--- config.mk ---
export PLATFORM = sky130hd
export DESIGN_NAME = vbc_reg_bank
export DESIGN_NICKNAME = d
export VERILOG_FILES = /design/src/design/vbc_pkg.sv /design/src/design/vbc_chan_if.sv /design/src/design/vbc_chan_decode.sv /design/src/design/vbc_reg_bank.sv
export SDC_FILE = /design/constraint.sdc
export NUM_CORES = 1
export LEC_CHECK = 0
export ABC_AREA = 1
export ABC_CLOCK_PERIOD_IN_PS = 5100
export BUFFER_PORTS_ARGS = -buffer_cell sky130_fd_sc_hd__buf_2
export CORE_MARGIN = 2
export CORE_UTILIZATION = 50
export DETAILED_ROUTE_END_ITERATION = 12
export PLACE_DENSITY = 0.66
export SYNTH_ARGS = -nofsm -noshare
export SYNTH_HDL_FRONTEND = slang
export SYNTH_HIERARCHICAL = 1
export SYNTH_SLANG_ARGS = --single-unit
--- constraint.sdc ---
create_clock -name clk -period 5.1 [get_ports clk]
set_input_delay 0.255 -clock clk [delete_from_list [all_inputs] [get_ports clk]]
set_output_delay 0.255 -clock clk [all_outputs]
set_load 0.05 [all_outputs]
--- src/design/vbc_pkg.sv ---
package vbc_pkg;

  // Register offsets (subaddress values)
  localparam logic [7:0] OFS_CHAN_ONE   = 8'h01;
  localparam logic [7:0] OFS_CHAN_TWO   = 8'h02;
  localparam logic [7:0] OFS_CHAN_THREE = 8'h03;
  localparam logic [7:0] OFS_SYNC_CTRL  = 8'h04;

  // Channel register fields
  localparam int CH_FILT_BIT = 7;
  localparam int CH_MUX_HI   = 6;
  localparam int CH_MUX_LO   = 3;
  localparam int CH_MODE_HI  = 2;
  localparam int CH_MODE_LO  = 0;

  // Sync and master-control register fields
  localparam int SC_RSVD_BIT = 7;
  localparam int SC_MON_BIT  = 6;
  localparam int SC_BUF_BIT  = 5;
  localparam int SC_VSEL_HI  = 4;
  localparam int SC_VSEL_LO  = 3;
  localparam int SC_HSEL_HI  = 2;
  localparam int SC_HSEL_LO  = 1;
  localparam int SC_SYNC_BIT = 0;

  // Mode codes
  localparam logic [2:0] MODE_OFF      = 3'h0;
  localparam logic [2:0] MODE_MUTE     = 3'h1;
  localparam logic [2:0] MODE_DC       = 3'h2;
  localparam logic [2:0] MODE_DC_SHIFT = 3'h3;
  localparam logic [2:0] MODE_AC_BIAS  = 3'h4;
  localparam logic [2:0] MODE_CLAMP_LO = 3'h5;
  localparam logic [2:0] MODE_CLAMP_MD = 3'h6;
  localparam logic [2:0] MODE_CLAMP_HI = 3'h7;

  // Mux code limits: input B band, everything above is reserved
  localparam logic [3:0] MUX_B_FIRST = 4'h5;
  localparam logic [3:0] MUX_B_LAST  = 4'h9;
  localparam logic [1:0] SYNC_SEL_B  = 2'h1;

  // Power-up values chosen by the strap
  localparam logic [7:0] RST_CHAN      = 8'h00;
  localparam logic [7:0] RST_CTRL      = 8'h00;
  localparam logic [7:0] STRAP_HI_CHAN = 8'h04;
  localparam logic [7:0] STRAP_HI_CTRL = 8'h40;

  // Serial bus slave address, upper five bits fixed
  localparam logic [4:0] DEV_ADDR_FIXED = 5'h0B;

  // Timing counts: init steps in clk cycles, bit counts in scl rising edges
  localparam logic [1:0] INIT_LOAD     = 2'h2;
  localparam logic [1:0] INIT_DONE     = 2'h3;
  localparam logic [3:0] BIT_ACK_DRIVE = 4'h8;
  localparam logic [3:0] BIT_ACK_DONE  = 4'h9;

  typedef enum logic [2:0] {
    ST_IDLE  = 3'h0,
    ST_ADDR  = 3'h1,
    ST_SUB   = 3'h3,
    ST_WDATA = 3'h2,
    ST_RDATA = 3'h6,
    ST_WAIT  = 3'h7
  } vbc_state_t;

  // Sync mux decode: only code 01 picks input B, reserved codes fall to A
  function automatic logic sync_pick_b(input logic [1:0] code);
    sync_pick_b = (code == SYNC_SEL_B);
  endfunction

endpackage

--- src/design/vbc_chan_if.sv ---
`timescale 1ns/100ps
interface vbc_chan_if;
  logic [7:0] cfg;
  logic       mon_master;
  logic       buf_master;
  logic       monitor_en;
  logic       buffer_en;
  logic       mute;
  logic       input_b;
  logic       clamp_wide;
  logic [2:0] mode;

  modport bank   (output cfg, mon_master, buf_master,
                  input  monitor_en, buffer_en, mute, input_b, clamp_wide, mode);
  modport decode (input  cfg, mon_master, buf_master,
                  output monitor_en, buffer_en, mute, input_b, clamp_wide, mode);
endinterface

--- src/design/vbc_chan_decode.sv ---
`timescale 1ns/100ps
module vbc_chan_decode (
  vbc_chan_if.decode ch
);
  import vbc_pkg::*;

  logic [2:0] mode_code;
  logic [3:0] mux_code;
  logic       paths_on;

  // Field split and per-channel decode
  always_comb begin
    mode_code     = ch.cfg[CH_MODE_HI:CH_MODE_LO];
    mux_code      = ch.cfg[CH_MUX_HI:CH_MUX_LO];
    paths_on      = (mode_code != MODE_OFF);
    ch.mode       = mode_code;
    ch.mute       = (mode_code == MODE_MUTE);
    ch.monitor_en = paths_on && ch.mon_master;
    ch.buffer_en  = paths_on && ch.buf_master;
    ch.input_b    = (mux_code >= MUX_B_FIRST) && (mux_code <= MUX_B_LAST);
    ch.clamp_wide = ch.cfg[CH_FILT_BIT] &&
                    (mode_code >= MODE_CLAMP_LO);
  end

endmodule

--- src/design/vbc_reg_bank.sv ---
`timescale 1ns/100ps
// Notes on behaviour
// - Channel bit 7 picks the narrow clamp filter when 0 and the wide one when 1.
// - The filter bit only counts in the three clamped ac modes and is ignored otherwise.
// - Mode 000 turns off both paths of the channel, and mode 001 mutes it.
// - Modes 010, 011 and 100 give dc, dc with shift and ac with fixed bias.
// - Modes 101, 110 and 111 give the clamped ac mode with low, mid and high bias.
// - Each channel register steers only its own channel with the same layout.
// - Control bit 7 is reserved and steers nothing.
// - Control bit 6 low forces every monitor path off, high lets each follow its mode.
// - Control bit 5 low forces every buffer path off, high lets each follow its mode.
// - Control bits 4 and 3 pick the vertical sync input, 01 meaning B and all else A.
// - Control bits 2 and 1 pick the horizontal sync input, 01 meaning B and all else A.
// - Control bit 0 enables both sync paths when 1 and disables them when 0.
// - A write is start, address, subaddress, one data byte and stop, with no bursts.
// - A read sets the subaddress in one transaction and returns one byte in the next.
// - After power-up the strap low gives all off, high gives monitors on and ac bias.
module vbc_reg_bank (
  input  wire logic       clk,
  input  wire logic       resetn,
  input  wire logic       scl_in,
  input  wire logic       sda_in,
  output logic            sda_out,
  output logic            sda_oe_n,
  input  wire logic       address_select_high_pin,
  input  wire logic       address_select_low_pin,
  input  wire logic       power_up_strap,
  output logic [2:0]      monitor_en,
  output logic [2:0]      buffer_en,
  output logic [2:0]      chan_mute,
  output logic [2:0]      chan_input_b,
  output logic [2:0]      clamp_filter_wide,
  output logic [8:0]      chan_mode,
  output logic            vsync_input_b,
  output logic            hsync_input_b,
  output logic            sync_paths_en
);
  import vbc_pkg::*;

  // Pin synchronisers: scl, sda, two address pins, strap
  logic [4:0] pin_s1_reg;
  logic [4:0] pin_s2_reg;
  logic [1:0] bus_prev_reg;
  logic       scl_s;
  logic       sda_s;
  logic       start_seen;
  logic       stop_seen;
  logic       scl_rise;
  logic       scl_fall;

  always_ff @(posedge clk or negedge resetn) begin
    if (!resetn) begin
      pin_s1_reg   <= 5'h1F;
      pin_s2_reg   <= 5'h1F;
      bus_prev_reg <= 2'h3;
    end else begin
      pin_s1_reg   <= {power_up_strap, address_select_high_pin, address_select_low_pin,
                       scl_in, sda_in};
      pin_s2_reg   <= pin_s1_reg;
      bus_prev_reg <= pin_s2_reg[1:0];
    end
  end

  // Bus condition detection on the synchronised lines
  assign scl_s      = pin_s2_reg[1];
  assign sda_s      = pin_s2_reg[0];
  assign start_seen = scl_s && bus_prev_reg[1] && bus_prev_reg[0] && !sda_s;
  assign stop_seen  = scl_s && bus_prev_reg[1] && !bus_prev_reg[0] && sda_s;
  assign scl_rise   = scl_s && !bus_prev_reg[1];
  assign scl_fall   = !scl_s && bus_prev_reg[1];

  // Slave and register state
  vbc_state_t state_reg, state_next;
  logic [3:0] cnt_reg, cnt_next;
  logic [7:0] shift_reg, shift_next;
  logic       rw_reg, rw_next;
  logic [2:0] sub_reg, sub_next;
  logic       pend_reg, pend_next;
  logic [7:0] pdata_reg, pdata_next, rd_byte;
  logic       oe_n_reg, oe_n_next;
  logic [1:0] init_reg, init_next;
  logic [7:0] chan_reg [0:2];
  logic [7:0] chan_next [0:2];
  logic [7:0] ctrl_reg, ctrl_next;

  // Register read mux; unmapped subaddresses read as zero
  function automatic logic [7:0] read_sel(input logic [2:0] sub);
    case ({5'h00, sub})
      OFS_CHAN_ONE:   read_sel = chan_reg[0];
      OFS_CHAN_TWO:   read_sel = chan_reg[1];
      OFS_CHAN_THREE: read_sel = chan_reg[2];
      OFS_SYNC_CTRL:  read_sel = ctrl_reg;
      default:        read_sel = 8'h00;
    endcase
  endfunction
  // Byte offered on a read, picked by the stored subaddress
  assign rd_byte = read_sel(sub_reg);

  // Next-state logic for the serial slave and the register bank
  always_comb begin
    state_next = state_reg;
    cnt_next   = cnt_reg;
    shift_next = shift_reg;
    rw_next    = rw_reg;
    sub_next   = sub_reg;
    pend_next  = pend_reg;
    pdata_next = pdata_reg;
    oe_n_next  = oe_n_reg;
    init_next  = init_reg;
    chan_next  = chan_reg;
    ctrl_next  = ctrl_reg;
    // Strap is caught once it has crossed the synchroniser
    if (init_reg != INIT_DONE) begin
      init_next = init_reg + 2'h1;
      if (init_reg == INIT_LOAD && pin_s2_reg[4]) begin
        chan_next = '{STRAP_HI_CHAN, STRAP_HI_CHAN, STRAP_HI_CHAN};
        ctrl_next = STRAP_HI_CTRL;
      end
    end
    if (start_seen) begin
      state_next = ST_ADDR;
      cnt_next   = 4'h0;
      oe_n_next  = 1'b1;
      pend_next  = 1'b0;
    end else if (stop_seen) begin
      // A write lands only when the transaction closes with stop
      if (pend_reg) begin
        case ({5'h00, sub_reg})
          OFS_CHAN_ONE:   chan_next[0] = pdata_reg;
          OFS_CHAN_TWO:   chan_next[1] = pdata_reg;
          OFS_CHAN_THREE: chan_next[2] = pdata_reg;
          default:        ctrl_next    = pdata_reg;
        endcase
      end
      state_next = ST_IDLE;
      pend_next  = 1'b0;
      oe_n_next  = 1'b1;
    end else if (scl_rise) begin
      if (state_reg == ST_ADDR || state_reg == ST_SUB || state_reg == ST_WDATA) begin
        if (cnt_reg < BIT_ACK_DRIVE) begin
          shift_next = {shift_reg[6:0], sda_s};
        end
      end
      if (state_reg != ST_IDLE && state_reg != ST_WAIT) begin
        cnt_next = cnt_reg + 4'h1;
      end
    end else if (scl_fall) begin
      case (state_reg)
        ST_ADDR: begin
          if (cnt_reg == BIT_ACK_DRIVE) begin
            if (shift_reg[7:1] == {DEV_ADDR_FIXED, pin_s2_reg[3], pin_s2_reg[2]}) begin
              rw_next   = shift_reg[0];
              oe_n_next = 1'b0;
            end else begin
              state_next = ST_WAIT;
            end
          end else if (cnt_reg == BIT_ACK_DONE) begin
            cnt_next = 4'h0;
            if (rw_reg) begin
              state_next = ST_RDATA;
              shift_next = rd_byte;
              oe_n_next  = rd_byte[7];
            end else begin
              state_next = ST_SUB;
              oe_n_next  = 1'b1;
            end
          end
        end
        ST_SUB: begin
          if (cnt_reg == BIT_ACK_DRIVE) begin
            if (shift_reg >= OFS_CHAN_ONE && shift_reg <= OFS_SYNC_CTRL) begin
              sub_next  = shift_reg[2:0];
              oe_n_next = 1'b0;
            end else begin
              state_next = ST_WAIT;
            end
          end else if (cnt_reg == BIT_ACK_DONE) begin
            cnt_next   = 4'h0;
            oe_n_next  = 1'b1;
            state_next = ST_WDATA;
          end
        end
        ST_WDATA: begin
          if (cnt_reg == BIT_ACK_DRIVE) begin
            pdata_next = shift_reg;
            pend_next  = 1'b1;
            oe_n_next  = 1'b0;
          end else if (cnt_reg == BIT_ACK_DONE) begin
            oe_n_next  = 1'b1;
            state_next = ST_WAIT;
          end
        end
        ST_RDATA: begin
          if (cnt_reg < BIT_ACK_DRIVE) begin
            shift_next = {shift_reg[6:0], 1'b0};
            oe_n_next  = shift_reg[6];
          end else if (cnt_reg == BIT_ACK_DRIVE) begin
            oe_n_next  = 1'b1;
          end else begin
            state_next = ST_WAIT;
          end
        end
        ST_IDLE, ST_WAIT: begin
          oe_n_next = 1'b1;
        end
        default: begin
          state_next = ST_IDLE;
          oe_n_next  = 1'b1;
        end
      endcase
    end
  end

  always_ff @(posedge clk or negedge resetn) begin
    if (!resetn) begin
      state_reg <= ST_IDLE;
      cnt_reg   <= 4'h0;
      shift_reg <= 8'h00;
      rw_reg    <= 1'b0;
      sub_reg   <= 3'h0;
      pend_reg  <= 1'b0;
      pdata_reg <= 8'h00;
      oe_n_reg  <= 1'b1;
      init_reg  <= 2'h0;
      chan_reg  <= '{RST_CHAN, RST_CHAN, RST_CHAN};
      ctrl_reg  <= RST_CTRL;
    end else begin
      state_reg <= state_next;
      cnt_reg   <= cnt_next;
      shift_reg <= shift_next;
      rw_reg    <= rw_next;
      sub_reg   <= sub_next;
      pend_reg  <= pend_next;
      pdata_reg <= pdata_next;
      oe_n_reg  <= oe_n_next;
      init_reg  <= init_next;
      chan_reg  <= chan_next;
      ctrl_reg  <= ctrl_next;
    end
  end

  // Per-channel decode, one instance per channel with the same layout
  vbc_chan_if ch_if [3] ();

  for (genvar g = 0; g < 3; g++) begin : g_chan
    assign ch_if[g].cfg        = chan_reg[g];
    assign ch_if[g].mon_master = ctrl_reg[SC_MON_BIT];
    assign ch_if[g].buf_master = ctrl_reg[SC_BUF_BIT];
    vbc_chan_decode u_dec (
      .ch (ch_if[g])
    );
  end

  // Decoded controls collected into next values; control bit 7 is only read back on the bus
  logic [2:0] mon_next, buf_next, mute_next, inb_next, filt_next;
  logic [8:0] mode_next;

  always_comb begin
    mon_next  = {ch_if[2].monitor_en, ch_if[1].monitor_en, ch_if[0].monitor_en};
    buf_next  = {ch_if[2].buffer_en,  ch_if[1].buffer_en,  ch_if[0].buffer_en};
    mute_next = {ch_if[2].mute,       ch_if[1].mute,       ch_if[0].mute};
    inb_next  = {ch_if[2].input_b,    ch_if[1].input_b,    ch_if[0].input_b};
    filt_next = {ch_if[2].clamp_wide, ch_if[1].clamp_wide, ch_if[0].clamp_wide};
    mode_next = {ch_if[2].mode,       ch_if[1].mode,       ch_if[0].mode};
  end

  // Output registers
  always_ff @(posedge clk or negedge resetn) begin
    if (!resetn) begin
      sda_out           <= 1'b0;
      sda_oe_n          <= 1'b1;
      monitor_en        <= 3'h0;
      buffer_en         <= 3'h0;
      chan_mute         <= 3'h0;
      chan_input_b      <= 3'h0;
      clamp_filter_wide <= 3'h0;
      chan_mode         <= 9'h000;
      vsync_input_b     <= 1'b0;
      hsync_input_b     <= 1'b0;
      sync_paths_en     <= 1'b0;
    end else begin
      sda_out           <= 1'b0;                            // Open drain: only pulls low
      sda_oe_n          <= oe_n_reg;
      monitor_en        <= mon_next;
      buffer_en         <= buf_next;
      chan_mute         <= mute_next;
      chan_input_b      <= inb_next;
      clamp_filter_wide <= filt_next;
      chan_mode         <= mode_next;
      vsync_input_b     <= sync_pick_b(ctrl_reg[SC_VSEL_HI:SC_VSEL_LO]);
      hsync_input_b     <= sync_pick_b(ctrl_reg[SC_HSEL_HI:SC_HSEL_LO]);
      sync_paths_en     <= ctrl_reg[SC_SYNC_BIT];
    end
  end

endmodule

==> flow_summary.json <==
{
  "setup_violations": 0,
  "yosys-top-cells-area": "dfrtp_1 (46%), nand2_1 (9.4%), dfstp_2 (7.6%)",
  "hold_violations": 0,
  "core_mm2": 0.00928,
  "synthAdderAreaFrac": 0.0208,
  "netlist_area_mm2": 0.00482,
  "ys_types": 35,
  "grt_max_degree": 62,
  "drcViolationCount": 0,
  "hpwl_um": 7310,
  "ios": 36,
  "syn_area_per_cell_um2": 8.79,
  "yosysTopAreaCell": "dfrtp_1",
  "fin_util": 0.564,
  "first_pass_iters": 5,
  "largest_reg_flops": 24,
  "start_kind": "register",
  "critPathTopFamily": "compound AO/OA/AOI/OAI gates",
  "grt_overflow": 0,
  "power_mw": 1.68,
  "clkSlewWorstSetupHoldPaths_ns": 0.11,
  "synth_compound_area_frac": 0.104,
  "power_switching_share": 0.323,
  "htreeDepth": 3,
  "cts_setup_buffers": 0,
  "initial_core_util": 0.519,
  "p_leak_nw": 2.46,
  "ctsLongestPathBuffers": 2,
  "finalMaxSlewViolations": 0,
  "critPathSlowestCell": "o21ai_2",
  "final_cell_mix": "nand2_1 (121), dfrtp_1 (89), inv_1 (59)",
  "synthXorXnorAreaFrac": 0.00182,
  "mostFrequentLayoutCell": "nand2_1",
  "place.gp.congestion": 0.896,
  "min_path_type": "reg -> reg",
  "required_ns": 5.35,
  "whs_ns": 0.354,
  "ys_ff_latch": 103,
  "post-place-ws_ns": 2.90,
  "grt_pass1_wl_um": 17100,
  "criticalPathCategory": "reg -> reg",
  "period_minus_slack_ns": 2.22,
  "ant_nets": 0,
  "end_kind": "register",
  "worstPathCellList": "inv_1, ha_1, nand3_2, a21oi_2, a21oi_1, o21ai_2, inv_2, nand2_1, o21ai_1",
  "p_switching_uw": 542,
  "powerDensity_mw_per_mm2": 321,
  "slew_headroom": 0.507,
  "dpl.cell_count": 689,
  "seq_power_share": 0.536,
  "grt_usage": 0.212,
  "synth.area.mux_share": 0,
  "cp.arrival_ns": 2.48,
  "synth_edf_count": 0,
  "seq_area_frac_synth": 0.539,
  "grt_pass1_vias": 3473,
  "dieArea_mm2": 0.0104,
  "wl_um": 10100,
  "wl_per_cell_um": 14.2,
  "die_w_um": 102,
  "clockPowerShare": 0.290,
  "finalNetCount": 592,
  "yosys_warnings": 6,
  "cap_viol_max_count": 0,
  "tightest_slew_ns": 0.739,
  "placed_cell_area_mm2": 0.00499,
  "syn_nets": 563,
  "drive_above_1_share": 0.192,
  "syn_inst": 548,
  "numPortBuffers": 34,
  "clockRootBuffer": "clkbuf_8",
  "fmax_ghz": 0.450,
  "synthFlopType": "dfrtp_1",
  "slowest_delay_ns": 0.56,
  "rr_worst_depth": 9,
  "crit_buf_inv": 2,
  "worstSkewPairLatency_ns": 0.37,
  "crit_cells": 9,
  "row_count": 35,
  "cts_tree": "built",
  "status": "complete, no violations",
  "final.setup.tns_ns": 0,
  "area_delta_synth_final_pct": 8.67,
  "die_h_um": 102,
  "avgViaCountPerCell": 5.20,
  "vdd_drop_max_v": 0.000202,
  "dr.first_iter.drc_count": 262,
  "synth_simple_gate_area_frac": 0.247,
  "rsz0062_at_grt": "false",
  "power_frac_comb": 0.174,
  "worstHoldPathCells": 0,
  "finalInstanceArea_mm2": 0.00524,
  "critPathMaxFanout": 11,
  "fin_ws_ns": 2.88,
  "cts_inserted_buffers": 9,
  "post-route-period-util": 0.436,
  "clock_skew_ns": 0.0173,
  "finalNonFillerCells": 711,
  "clock-sinks": 103,
  "vias": 3699,
  "ys_async_sr_fraction": 1.00,
  "synth_top_family_by_area": "simple AND/OR/NAND/NOR gates",
  "n_antenna_cell": 0,
  "p_int_mw": 1.14,
  "antenna_found_initial": 0,
  "synth.top_cell.area_share": 0.462
}
[Yosys cell counts (4+ instances only)]
library cell,n
nand2_1,121
o21ai_0,13
inv_2,8
a22oi_1,5
nand3_2,4
o21ai_1,42
nand3_1,49
inv_1,59
nor2_2,6
a21oi_1,15
o21ai_2,8
dfstp_2,14
ha_1,8
nand2_2,12
nand4_1,15
buf_4,11
dfrtp_1,89
nor2_1,39
buf_2,6
[cell families after synthesis]
group | after synthesis
AOI/OAI and AO/OA | 88
xor gates and xnor gates | 1
adders and majority gates | 8
buffers and inverters | 90
DFF | 103
other | 1
and+or+nand+nor | 257
[worst register-to-register path: stages, from the launching register on]
cell and delay [ns]:
dfrtp_1 0.44, inv_1 0.12, ha_1 0.20, nand3_2 0.22, a21oi_2 0.21, a21oi_1 0.06
o21ai_2 0.56, inv_2 0.15, nand2_1 0.09, o21ai_1 0.07
[power groups by stage]
| stage | Clock [mW] | Combinational, mW | Sequential [mW] |
|---|---|---|---|
| after floorplan | 0 | 0.206 | 0.931 |
| after global placement | 0 | 0.285 | 0.913 |
| after detailed placement | 0 | 0.289 | 0.916 |
| after CTS | 0.502 | 0.294 | 0.900 |
| after global routing | 0.538 | 0.337 | 0.908 |
| final | 0.488 | 0.291 | 0.900 |
[final cells by class]
type / instances / area (um^2)
Multi-Input combinational cell: 355 / 1800
Inverter: 67 / 251
Clock buffer: 9 / 124
Fill cell: 880 / 4050
Timing Repair Buffer: 41 / 240
Clock inverter: 7 / 61.3
Sequential cell: 103 / 2590
Tap cell: 129 / 161
[per-layer routing]
layer / up-vias / global-route usage / share of wire
li1: 1823 / - / -
met1: 1801 / 0.308 / 0.48
met2: 66 / 0.334 / 0.47
met3: 9 / 0.0356 / 0.038
met4: 0 / 0.0544 / 0.011
met5: - / 0 / 0
[final timing paths]
| kind | slack [ns] | from | to |
|---|---|---|---|
| worst min-delay path | 0.35 | pin_s1_reg[0] | pin_s2_reg[0] |
| worst max register to register | 2.88 | cnt_reg[0] | shift_reg[0] |
| max in group asynchronous | 3.54 | resetn | pdata_reg[2] |
| min in group asynchronous | 0.40 | resetn | chan_input_b[0] |
| worst max-delay path | 2.88 | cnt_reg[0] | shift_reg[0] |
| worst min register to register | 0.35 | pin_s1_reg[0] | pin_s2_reg[0] |
[timing repair]
item	4_1_cts	5_1_grt
hold buffers	6	0
resized for setup	0	0
endpoints found under the setup margin	0	0
hold endpoints to repair	43	0
Power figures use the tool's default switching activity.
